File: src/pkg/byte_alu_pkg.sv
// Constants, operation codes and carrier types for the byte ALU and bit operation block.
// Functional notes
// - Literal add: working register plus 8-bit literal into working; C, DC, Z updated.
// - Literal AND: working AND literal into working; only Z updated.
// - File add: working plus addressed file register (0-127); C, DC, Z updated.
// - File AND: working AND addressed file register; only Z updated, carries kept.
// - File add/AND: destination 0 writes working, 1 writes the file register.
// - Bit clear: selected bit (0-7) of file register forced low; flags untouched.
// - Bit set: selected bit (0-7) of file register forced high; flags untouched.
// - Every operation finishes in one instruction cycle of four oscillator periods.
// - Read-modify-write on the I/O port register reads pin levels, not the latch.
package byte_alu_pkg;

  localparam int unsigned DATA_W        = 8;
  localparam int unsigned FILE_ADDR_W   = 7;
  localparam int unsigned BIT_IDX_W     = 3;
  localparam int unsigned BUS_ADDR_W    = 4;
  localparam int unsigned OSC_PER_INSTR = 4;

  // Phases of one instruction cycle.
  localparam logic [1:0] PH_READ   = 2'h0;
  localparam logic [1:0] PH_FETCH  = 2'h1;
  localparam logic [1:0] PH_EXEC   = 2'h2;
  localparam logic [1:0] PH_COMMIT = 2'h3;

  // Register offsets on the software port.
  localparam logic [3:0] REG_WORKING = 4'h0;
  localparam logic [3:0] REG_FLAGS   = 4'h1;
  localparam logic [3:0] REG_RETIRED = 4'h2;

  // Flag positions inside the flags register.
  localparam int unsigned FLAG_CARRY = 0;
  localparam int unsigned FLAG_DIGIT = 1;
  localparam int unsigned FLAG_ZERO  = 2;

  localparam logic [7:0] WORKING_RESET = 8'h00;
  localparam logic [2:0] FLAGS_RESET   = 3'h0;
  localparam logic [7:0] RETIRED_RESET = 8'h00;

  // File address of the I/O port register whose reads come from the pins.
  localparam logic [6:0] PORT_FILE_ADDR = 7'h06;

  typedef enum logic [2:0] {
    OP_ADD_LITERAL_TO_WORKING,
    OP_AND_LITERAL_WITH_WORKING,
    OP_ADD_WORKING_TO_FILE,
    OP_AND_WORKING_WITH_FILE,
    OP_BIT_CLEAR_IN_FILE,
    OP_BIT_SET_IN_FILE
  } op_t;

  typedef struct packed {
    op_t        op;
    logic [6:0] file_addr;
    logic [2:0] bit_idx;
    logic [7:0] literal;
    logic       dest_file;
  } instr_t;

  typedef struct packed {
    logic       rd_en;
    logic       wr_en;
    logic [6:0] addr;
    logic [7:0] wr_data;
  } file_req_t;

endpackage

File: src/rtl/byte_alu_bit_ops.sv
// Byte ALU for add, AND and single-bit operations of an 8-bit core.
//
// Implementation choices: the strobed register port and the placing of the registers.
`timescale 1ns/1ps
`default_nettype none
module byte_alu_bit_ops
  import byte_alu_pkg::*;
(
  // Clock and reset
  input  wire logic       clk,
  input  wire logic       rst,
  // Software register port
  input  wire logic [3:0] bus_addr,
  input  wire logic [7:0] bus_wdata,
  input  wire logic       bus_wr,
  input  wire logic       bus_rd,
  output logic      [7:0] bus_rdata,
  // Instruction issue
  input  wire logic       instr_valid,
  input  wire instr_t     instr,
  output logic            instr_ready,
  output logic            instr_done,
  // File register port
  output file_req_t       file_req,
  input  wire logic [7:0] file_rd_data,
  // I/O port pin levels
  input  wire logic [7:0] port_pins,
  // Status flags
  output logic            carry_flag,
  output logic            digit_carry_flag,
  output logic            zero_flag
);

  instr_t     instr_reg;
  logic [7:0] working_reg;
  logic [7:0] working_next;
  logic [2:0] flags_reg;
  logic [2:0] flags_next;
  logic [7:0] operand_reg;
  logic [7:0] result_reg;
  logic [7:0] result_next;
  logic [2:0] alu_flags_reg;
  logic [2:0] alu_flags_next;
  logic [7:0] retired_reg;
  logic [7:0] rdata_reg;
  logic [7:0] pins_meta_reg;
  logic [7:0] pins_sync_reg;

  logic       take;
  logic       active;
  logic [1:0] phase;
  logic       last;

  // The pins are asynchronous; only the second stage is read by logic.
  always_ff @(posedge clk or posedge rst) begin
    if (rst) begin
      pins_meta_reg <= 8'h00;
      pins_sync_reg <= 8'h00;
    end else begin
      pins_meta_reg <= port_pins;
      pins_sync_reg <= pins_meta_reg;
    end
  end

  // Issue accepts a new instruction also in the commit period, so that
  // instructions follow each other with no idle period.
  assign instr_ready = !active || last;
  assign take        = instr_valid && instr_ready;

  phase_counter #(
    .PHASES (OSC_PER_INSTR)
  ) u_phase (
    .clk    (clk),
    .rst    (rst),
    .start  (take),
    .active (active),
    .phase  (phase),
    .last   (last)
  );

  always_ff @(posedge clk or posedge rst) begin
    if (rst) begin
      instr_reg <= '0;
    end else if (take) begin
      instr_reg <= instr;
    end
  end

  // Operation decode.
  wire is_add_lit  = instr_reg.op == OP_ADD_LITERAL_TO_WORKING;
  wire is_and_lit  = instr_reg.op == OP_AND_LITERAL_WITH_WORKING;
  wire is_add_file = instr_reg.op == OP_ADD_WORKING_TO_FILE;
  wire is_and_file = instr_reg.op == OP_AND_WORKING_WITH_FILE;
  wire is_bit_clr  = instr_reg.op == OP_BIT_CLEAR_IN_FILE;
  wire is_bit_set  = instr_reg.op == OP_BIT_SET_IN_FILE;
  wire is_literal  = is_add_lit || is_and_lit;
  wire is_add      = is_add_lit || is_add_file;
  wire is_and      = is_and_lit || is_and_file;
  wire is_bit_op   = is_bit_clr || is_bit_set;
  wire to_file     = is_bit_op || ((is_add_file || is_and_file) && instr_reg.dest_file);
  wire to_working  = is_literal || ((is_add_file || is_and_file) && !instr_reg.dest_file);
  wire at_port     = instr_reg.file_addr == PORT_FILE_ADDR;
  wire in_read     = active && (phase == PH_READ);
  wire in_fetch    = active && (phase == PH_FETCH);
  wire in_exec     = active && (phase == PH_EXEC);
  wire commit      = last;

  // Operand source: literal, pin levels for the port register, else file data.
  wire [7:0] operand_next = is_literal ? instr_reg.literal :
                            at_port    ? pins_sync_reg :
                                         file_rd_data;

  always_ff @(posedge clk or posedge rst) begin
    if (rst) begin
      operand_reg <= 8'h00;
    end else if (in_fetch) begin
      operand_reg <= operand_next;
    end
  end

  logic [7:0] add_sum;
  logic       add_carry;
  logic       add_nibble;

  byte_adder #(
    .WIDTH (DATA_W)
  ) u_adder (
    .a            (working_reg),
    .b            (operand_reg),
    .sum          (add_sum),
    .carry_out    (add_carry),
    .nibble_carry (add_nibble)
  );

  wire [7:0] bit_mask = 8'h01 << instr_reg.bit_idx;
  wire [7:0] and_val  = working_reg & operand_reg;
  wire [7:0] clr_val  = operand_reg & ~bit_mask;
  wire [7:0] set_val  = operand_reg | bit_mask;

  assign result_next = is_add     ? add_sum :
                       is_and     ? and_val :
                       is_bit_clr ? clr_val :
                                    set_val;

  // Carry flags only follow additions; Z follows additions and ANDs.
  assign alu_flags_next[FLAG_CARRY] = add_carry;
  assign alu_flags_next[FLAG_DIGIT] = add_nibble;
  assign alu_flags_next[FLAG_ZERO]  = result_next == 8'h00;

  always_ff @(posedge clk or posedge rst) begin
    if (rst) begin
      result_reg    <= 8'h00;
      alu_flags_reg <= FLAGS_RESET;
    end else if (in_exec) begin
      result_reg    <= result_next;
      alu_flags_reg <= alu_flags_next;
    end
  end

  // File port: read in the first period, write back in the last.
  assign file_req.rd_en   = in_read && !is_literal;
  assign file_req.wr_en   = commit && to_file;
  assign file_req.addr    = instr_reg.file_addr;
  assign file_req.wr_data = result_reg;

  // Software writes to working and flags land unless the instruction commits the same state; retired ignores writes.
  wire sw_wr_working = bus_wr && (bus_addr == REG_WORKING);
  wire sw_wr_flags   = bus_wr && (bus_addr == REG_FLAGS);
  wire alu_wr_work   = commit && to_working;
  wire alu_wr_carry  = commit && is_add;
  wire alu_wr_zero   = commit && (is_add || is_and);

  assign working_next = alu_wr_work   ? result_reg :
                        sw_wr_working ? bus_wdata  :
                                        working_reg;

  assign flags_next[FLAG_CARRY] = alu_wr_carry ? alu_flags_reg[FLAG_CARRY] :
                                  sw_wr_flags  ? bus_wdata[FLAG_CARRY] :
                                                 flags_reg[FLAG_CARRY];
  assign flags_next[FLAG_DIGIT] = alu_wr_carry ? alu_flags_reg[FLAG_DIGIT] :
                                  sw_wr_flags  ? bus_wdata[FLAG_DIGIT] :
                                                 flags_reg[FLAG_DIGIT];
  assign flags_next[FLAG_ZERO]  = alu_wr_zero  ? alu_flags_reg[FLAG_ZERO] :
                                  sw_wr_flags  ? bus_wdata[FLAG_ZERO] :
                                                 flags_reg[FLAG_ZERO];

  always_ff @(posedge clk or posedge rst) begin
    if (rst) begin
      working_reg <= WORKING_RESET;
      flags_reg   <= FLAGS_RESET;
      retired_reg <= RETIRED_RESET;
    end else begin
      working_reg <= working_next;
      flags_reg   <= flags_next;
      retired_reg <= commit ? retired_reg + 8'h01 : retired_reg;
    end
  end

  assign instr_done       = commit;
  assign carry_flag       = flags_reg[FLAG_CARRY];
  assign digit_carry_flag = flags_reg[FLAG_DIGIT];
  assign zero_flag        = flags_reg[FLAG_ZERO];

  // Read data stand in the cycle after the strobe; unmapped offsets read zero.
  wire [7:0] rd_mux = (bus_addr == REG_WORKING) ? working_reg :
                      (bus_addr == REG_FLAGS)   ? {5'h00, flags_reg} :
                      (bus_addr == REG_RETIRED) ? retired_reg :
                                                  8'h00;

  always_ff @(posedge clk or posedge rst) begin
    if (rst) begin
      rdata_reg <= 8'h00;
    end else begin
      rdata_reg <= bus_rd ? rd_mux : 8'h00;
    end
  end

  assign bus_rdata = rdata_reg;

  // Checks.
  chk_lit_add_sum: assert property (
    @(posedge clk) disable iff (rst)
    (commit && is_add_lit && !sw_wr_working) |=>
      working_reg == 8'($past(working_reg) + $past(instr_reg.literal)))
    else $error("literal add wrote a wrong sum");

  chk_lit_and_carries: assert property (
    @(posedge clk) disable iff (rst)
    (commit && is_and_lit && !sw_wr_flags) |=>
      $stable(carry_flag) && $stable(digit_carry_flag) &&
      (working_reg == ($past(working_reg) & $past(instr_reg.literal))))
    else $error("literal AND result or carries wrong");

  chk_file_add_carry: assert property (
    @(posedge clk) disable iff (rst)
    (commit && is_add_file) |=>
      carry_flag == 1'(({1'b0, $past(working_reg)} + {1'b0, $past(operand_reg)}) >> 8))
    else $error("file add carry wrong");

  chk_file_and_zero: assert property (
    @(posedge clk) disable iff (rst)
    (commit && is_and_file && !sw_wr_flags) |=>
      (zero_flag == (($past(working_reg) & $past(operand_reg)) == 8'h00)) &&
      $stable(carry_flag))
    else $error("file AND flags wrong");

  chk_dest_route: assert property (
    @(posedge clk) disable iff (rst)
    (commit && (is_add_file || is_and_file)) |->
      (file_req.wr_en == instr_reg.dest_file))
    else $error("result went to the wrong destination");

  chk_bit_clear: assert property (
    @(posedge clk) disable iff (rst)
    (commit && is_bit_clr) |->
      file_req.wr_en && !file_req.wr_data[instr_reg.bit_idx] &&
      ((file_req.wr_data | bit_mask) == (operand_reg | bit_mask)))
    else $error("bit clear altered the wrong bits");

  chk_bit_set_flags: assert property (
    @(posedge clk) disable iff (rst)
    (commit && is_bit_set && !sw_wr_flags) |->
      file_req.wr_data == (operand_reg | bit_mask) ##1 $stable(flags_reg))
    else $error("bit set result or flags wrong");

  chk_cycle_len: assert property (
    @(posedge clk) disable iff (rst)
    take |=> (!instr_done && !instr_ready) [*3] ##1 instr_done)
    else $error("instruction did not take four periods");

  chk_port_pins: assert property (
    @(posedge clk) disable iff (rst)
    (in_fetch && !is_literal && at_port) |=> operand_reg == $past(pins_sync_reg))
    else $error("port operand not taken from the pins");

  chk_zero_flag: assert property (
    @(posedge clk) disable iff (rst)
    (commit && (is_add || is_and)) |=> zero_flag == ($past(result_reg) == 8'h00))
    else $error("zero flag does not match the result");

  // Additions own the carry flags in their commit period, so no bus write can interfere.
  chk_add_digit_carry: assert property (
    @(posedge clk) disable iff (rst)
    (commit && is_add) |=>
      digit_carry_flag ==
        1'(({1'b0, $past(working_reg[3:0])} + {1'b0, $past(operand_reg[3:0])}) >> 4))
    else $error("digit carry does not match the low nibble sum");

  chk_retired_count: assert property (
    @(posedge clk) disable iff (rst)
    commit |=> retired_reg == 8'($past(retired_reg) + 8'h01))
    else $error("retired count did not advance on commit");

  cov_add_carry: cover property (
    @(posedge clk) disable iff (rst) commit && is_add && alu_flags_reg[FLAG_CARRY]);
  cov_back_to_back: cover property (
    @(posedge clk) disable iff (rst) take ##4 take);
  cov_port_set: cover property (
    @(posedge clk) disable iff (rst) commit && is_bit_set && at_port);
  cov_to_file: cover property (
    @(posedge clk) disable iff (rst) commit && is_and_file && instr_reg.dest_file);
  cov_port_add: cover property (
    @(posedge clk) disable iff (rst) commit && is_add_file && at_port && add_carry);

endmodule
`default_nettype wire

File: src/rtl/byte_adder.sv
// Byte adder that also reports the carry out of the low nibble.
`timescale 1ns/1ps
`default_nettype none
module byte_adder
  import byte_alu_pkg::*;
#(
  parameter int unsigned WIDTH = DATA_W
) (
  // Operands
  input  wire logic [WIDTH-1:0] a,
  input  wire logic [WIDTH-1:0] b,
  // Results
  output logic      [WIDTH-1:0] sum,
  output logic                  carry_out,
  output logic                  nibble_carry
);

  initial begin
    if (WIDTH < 5) begin
      $error("byte_adder needs at least five bits");
    end
  end

  logic [WIDTH:0] full_sum;
  logic [4:0]     low_sum;

  assign full_sum     = {1'b0, a} + {1'b0, b};
  assign low_sum      = {1'b0, a[3:0]} + {1'b0, b[3:0]};
  assign sum          = full_sum[WIDTH-1:0];
  assign carry_out    = full_sum[WIDTH];
  assign nibble_carry = low_sum[4];

endmodule
`default_nettype wire

File: src/rtl/phase_counter.sv
// Counts the oscillator periods of one instruction cycle.
`timescale 1ns/1ps
`default_nettype none
module phase_counter
  import byte_alu_pkg::*;
#(
  parameter int unsigned PHASES = OSC_PER_INSTR
) (
  // Clock and reset
  input  wire logic                      clk,
  input  wire logic                      rst,
  // Control
  input  wire logic                      start,
  // State
  output logic                           active,
  output logic [$clog2(PHASES)-1:0]      phase,
  output logic                           last
);

  initial begin
    if (PHASES != OSC_PER_INSTR) begin
      $error("phase_counter must count four periods per instruction");
    end
  end

  localparam int unsigned PW = $clog2(PHASES);
  localparam logic [PW-1:0] LAST_PHASE = PW'(PHASES - 1);

  logic          active_reg;
  logic          active_next;
  logic [PW-1:0] phase_reg;
  logic [PW-1:0] phase_next;

  assign last        = active_reg && (phase_reg == LAST_PHASE);
  assign active_next = start || (active_reg && !last);
  assign phase_next  = start ? '0 : (active_reg && !last) ? phase_reg + 1'b1 : '0;
  assign active      = active_reg;
  assign phase       = phase_reg;

  always_ff @(posedge clk or posedge rst) begin
    if (rst) begin
      active_reg <= 1'b0;
      phase_reg  <= '0;
    end else begin
      active_reg <= active_next;
      phase_reg  <= phase_next;
    end
  end

endmodule
`default_nettype wire

File: config.mk
export PLATFORM = sky130hd
export DESIGN_NAME = byte_alu_bit_ops
export DESIGN_NICKNAME = d
export VERILOG_FILES = /design/src/pkg/byte_alu_pkg.sv /design/src/rtl/byte_alu_bit_ops.sv /design/src/rtl/byte_adder.sv /design/src/rtl/phase_counter.sv
export SDC_FILE = /design/constraint.sdc
export NUM_CORES = 1
export LEC_CHECK = 0
export ABC_AREA = 1
export BUFFER_PORTS_ARGS = -buffer_cell sky130_fd_sc_hd__buf_2
export CAP_MARGIN = 20
export CORE_UTILIZATION = 60
export CTS_CLUSTER_DIAMETER = 50
export DETAILED_ROUTE_END_ITERATION = 10
export GPL_TIMING_DRIVEN = 0
export PLACE_DENSITY_LB_ADDON = 0.15
export SLEW_MARGIN = 30
export SYNTH_ARGS = -nofsm -noshare
export SYNTH_HDL_FRONTEND = slang
export SYNTH_HIERARCHICAL = 1
export SYNTH_SLANG_ARGS = --single-unit
File: constraint.sdc
create_clock -name clk -period 4.47 [get_ports clk]
set_clock_uncertainty 0.15 [all_clocks]
set_input_delay 0.6705 -clock clk [delete_from_list [all_inputs] [get_ports clk]]
set_output_delay 0.6705 -clock clk [all_outputs]
set_load 0.005 [all_outputs]
==> impl_metrics.env <==
export IMPL_endpoint_kind="output port"
export IMPL_synth_ff_type="dfrtp_1"
export IMPL_status="completed"
export IMPL_sequentialPowerShare_pct=37.3
export IMPL_portBuffers=84
export IMPL_ioPinCount=85
export IMPL_p_sw_w=0.00156
export IMPL_ctsHtreeMaxLevel=3
export IMPL_cts_made_buffers=9
export IMPL_syn_area_per_cell_um2=7.91
export IMPL_grt_overflow_total=0
export IMPL_fmax_mhz=397
export IMPL_die_width_um=87.6
export IMPL_p_sw_share_pct=44.0
export IMPL_grt_pass1_wl_mm=16.6
export IMPL_pwr_share_clk_pct=16.8
export IMPL_grtUsageTotal_pct=28.8
export IMPL_root_buffer="clkbuf_8"
export IMPL_drive_above_1_share_pct=19.5
export IMPL_synthTopCellsByArea="dfrtp_1 (50%), nand2_1 (18%), inv_1 (5.5%)"
export IMPL_grt_pass1_vias=3571
export IMPL_cts_setup_buffers=0
export IMPL_die_area_um2=7670
export IMPL_post_route_drc_count=0
export IMPL_drt_initial_drc_count=226
export IMPL_first_pass_iters=5
export IMPL_synth_area_um2=4400
export IMPL_num_vias=3969
export IMPL_p_int_w=0.00198
export IMPL_finalHoldViolCount=0
export IMPL_yosysWarnings=6
export IMPL_initial_core_util_pct=63.3
export IMPL_cts_tree="yes"
export IMPL_yosysTopAreaCell="dfrtp_1"
export IMPL_async_reset_ff_share_pct=100
export IMPL_grt_max_degree=54
export IMPL_cts_clk_slew_worst_paths_ps=90
export IMPL_synth_net_count=622
export IMPL_rsz0062_at_grt="false"
export IMPL_tns_ps=0
export IMPL_worstMarginPinSlew_ps=607
export IMPL_num_rows=30
export IMPL_synth_seq_area_share_pct=49.5
export IMPL_min_path_type="primary input to asynchronous set/reset pin"
export IMPL_finalCritPeriodShare_pct=56.3
export IMPL_post_drt_wl_per_cell_um=13.8
export IMPL_die_y_um=87.6
export IMPL_required_ps=3650
export IMPL_yosysTopAreaCellShare_pct=49.5
export IMPL_place_inst=737
export IMPL_p_leak_nw=2.89
export IMPL_critPathArrivalTime_ps=1700
export IMPL_synth_edf_count=0
export IMPL_cp_max_fo=10
export IMPL_clockBufferDepth=2
export IMPL_fin_nets=718
export IMPL_p_per_area_nw_per_um2=684
export IMPL_ys_ff_latch=87
export IMPL_slew_headroom_pct=59.2
export IMPL_routabilityCongestion=0.882
export IMPL_startpoint_type="flip-flop"
export IMPL_peakVddDrop_v=0.000352
export IMPL_p_comb_share_pct=45.9
export IMPL_drtAntennaViolNets=0
export IMPL_dp_worst_setup_slack_ps=2290
export IMPL_n_antenna_cell=0
export IMPL_r2r_cells=14
export IMPL_area_delta_synth_final_pct=17.8
export IMPL_cap_viol_max_count=0
export IMPL_grt_antenna_before_repair=0
export IMPL_ctsResizeCount=0
export IMPL_clock_latency_ps=360
export IMPL_final_cell_count_no_fill=753
export IMPL_hpwl_mm=7.68
export IMPL_cts_sinks=87
export IMPL_crit_type="flip-flop to output port"
export IMPL_setup_viol=0
export IMPL_whs_ps=42.7
export IMPL_fin_ws_ps=1950
export IMPL_period_needed_ps=2520
export IMPL_viasPerCell=5.27
export IMPL_wl_mm=10.4
export IMPL_core_area_um2=6940
export IMPL_synth_distinct_cells=33
export IMPL_synth_cells=556
export IMPL_largest_reg_flops=15
export IMPL_cts_hold_buffers=0
export IMPL_slew_violations=0
synth_stat cells (5+ instances only):
library cell / n
o21ai_0: 30
o211ai_1: 10
inv_1: 64
clkbuf_1: 5
nor3_1: 8
nand2_1: 206
xor2_1: 10
nand3_1: 28
nand4_1: 6
dfrtp_1: 87
ha_1: 10
nor2_1: 33
a21oi_1: 14
buf_4: 9
power by group through the flow:
| stage | logic [W] | clock network (W) | registers, W |
|---|---|---|---|
| 6_report | 0.00163 | 0.000596 | 0.00132 |
| 5_1_grt | 0.00186 | 0.000631 | 0.00134 |
| 4_1_cts | 0.00161 | 0.000599 | 0.00131 |
| 3_5_place_dp | 0.00160 | 0 | 0.00132 |
| 3_3_place_gp | 0.00155 | 0 | 0.00131 |
| 2_1_floorplan | 0.00120 | 0 | 0.00124 |
placed cells by master (no fill, tap or decap), drive strengths merged:
cell type  instances
a21oi             16
a31oi              3
and2               1
buf              100
bufinv             1
clkbuf            15
clkinv             3
dfrtp             87
fa                 1
ha                10
inv               69
mux2               2
mux2i              1
nand2            210
nand3             28
nand3b             1
nand4              6
nor2              33
nor3               8
nor4               2
o211ai            10
o21a               1
o21ai             31
o21bai             2
o22ai              4
o31ai              1
or2                1
xor2              10
critical path, cell delays in order, from the launching register on:
cell     delay, ps
dfrtp_1        470
inv_2           80
buf_6          150
nand2_2         80
o21ai_1         90
nor4_1         280
buf_2          180
per-layer routing:
| metal | GRT usage (%) | up-vias | wire length [um] |
|---|---|---|---|
| met5 | 0 | - | 0 |
| met4 | 9.69 | 0 | 195 |
| met3 | 4.71 | 21 | 545 |
| met2 | 50.2 | 167 | 5150 |
| met1 | 36.8 | 1829 | 4470 |
| li1 | - | 1952 | - |
area by class of cell:
type / count / area (um2)
Buffer: 20 / 135
Timing Repair Buffer: 85 / 448
Tap cell: 96 / 120
Multi-Input combinational cell: 382 / 1830
Clock buffer: 10 / 138
Fill cell: 551 / 1760
Clock inverter: 6 / 76.3
Sequential cell: 87 / 2180
Inverter: 67 / 254
cells by family after synthesis:
group	count (synthesis)	synth area share (%)
buffers and inverters	87	8.80
adders and majority gates	11	3.30
xor gates and xnor gates	10	1.99
AOI/OAI and AO/OA	68	8.91
and+or+nand+nor	290	26.7
muxes	3	0.740
DFF	87	49.5
per-stage QoR:
step	utilization, %	total power (W)	instance area [um2]
after floorplan	-	0.00244	4400
final	74.6	0.00354	5180
after CTS	74.6	0.00353	5180
after detailed placement	71.5	0.00292	4970
after global routing	74.6	0.00383	5180
after global placement	71.1	0.00286	4940
path summary, 6_finish.rpt:
check,from,end,slack (ps)
min in group clk,pins_meta_reg[2],pins_sync_reg[2],210
worst min-delay path,rst,u_phase/phase[0],40
worst min register to register,pins_meta_reg[2],pins_sync_reg[2],210
worst max-delay path,instr_reg[21],file_req[16],1950
worst max register to register,working_reg[0],alu_flags_reg[2],2240
max in group asynchronous,rst,result_reg[4],3440
No activity file was read; power rests on OpenSTA's default activity.
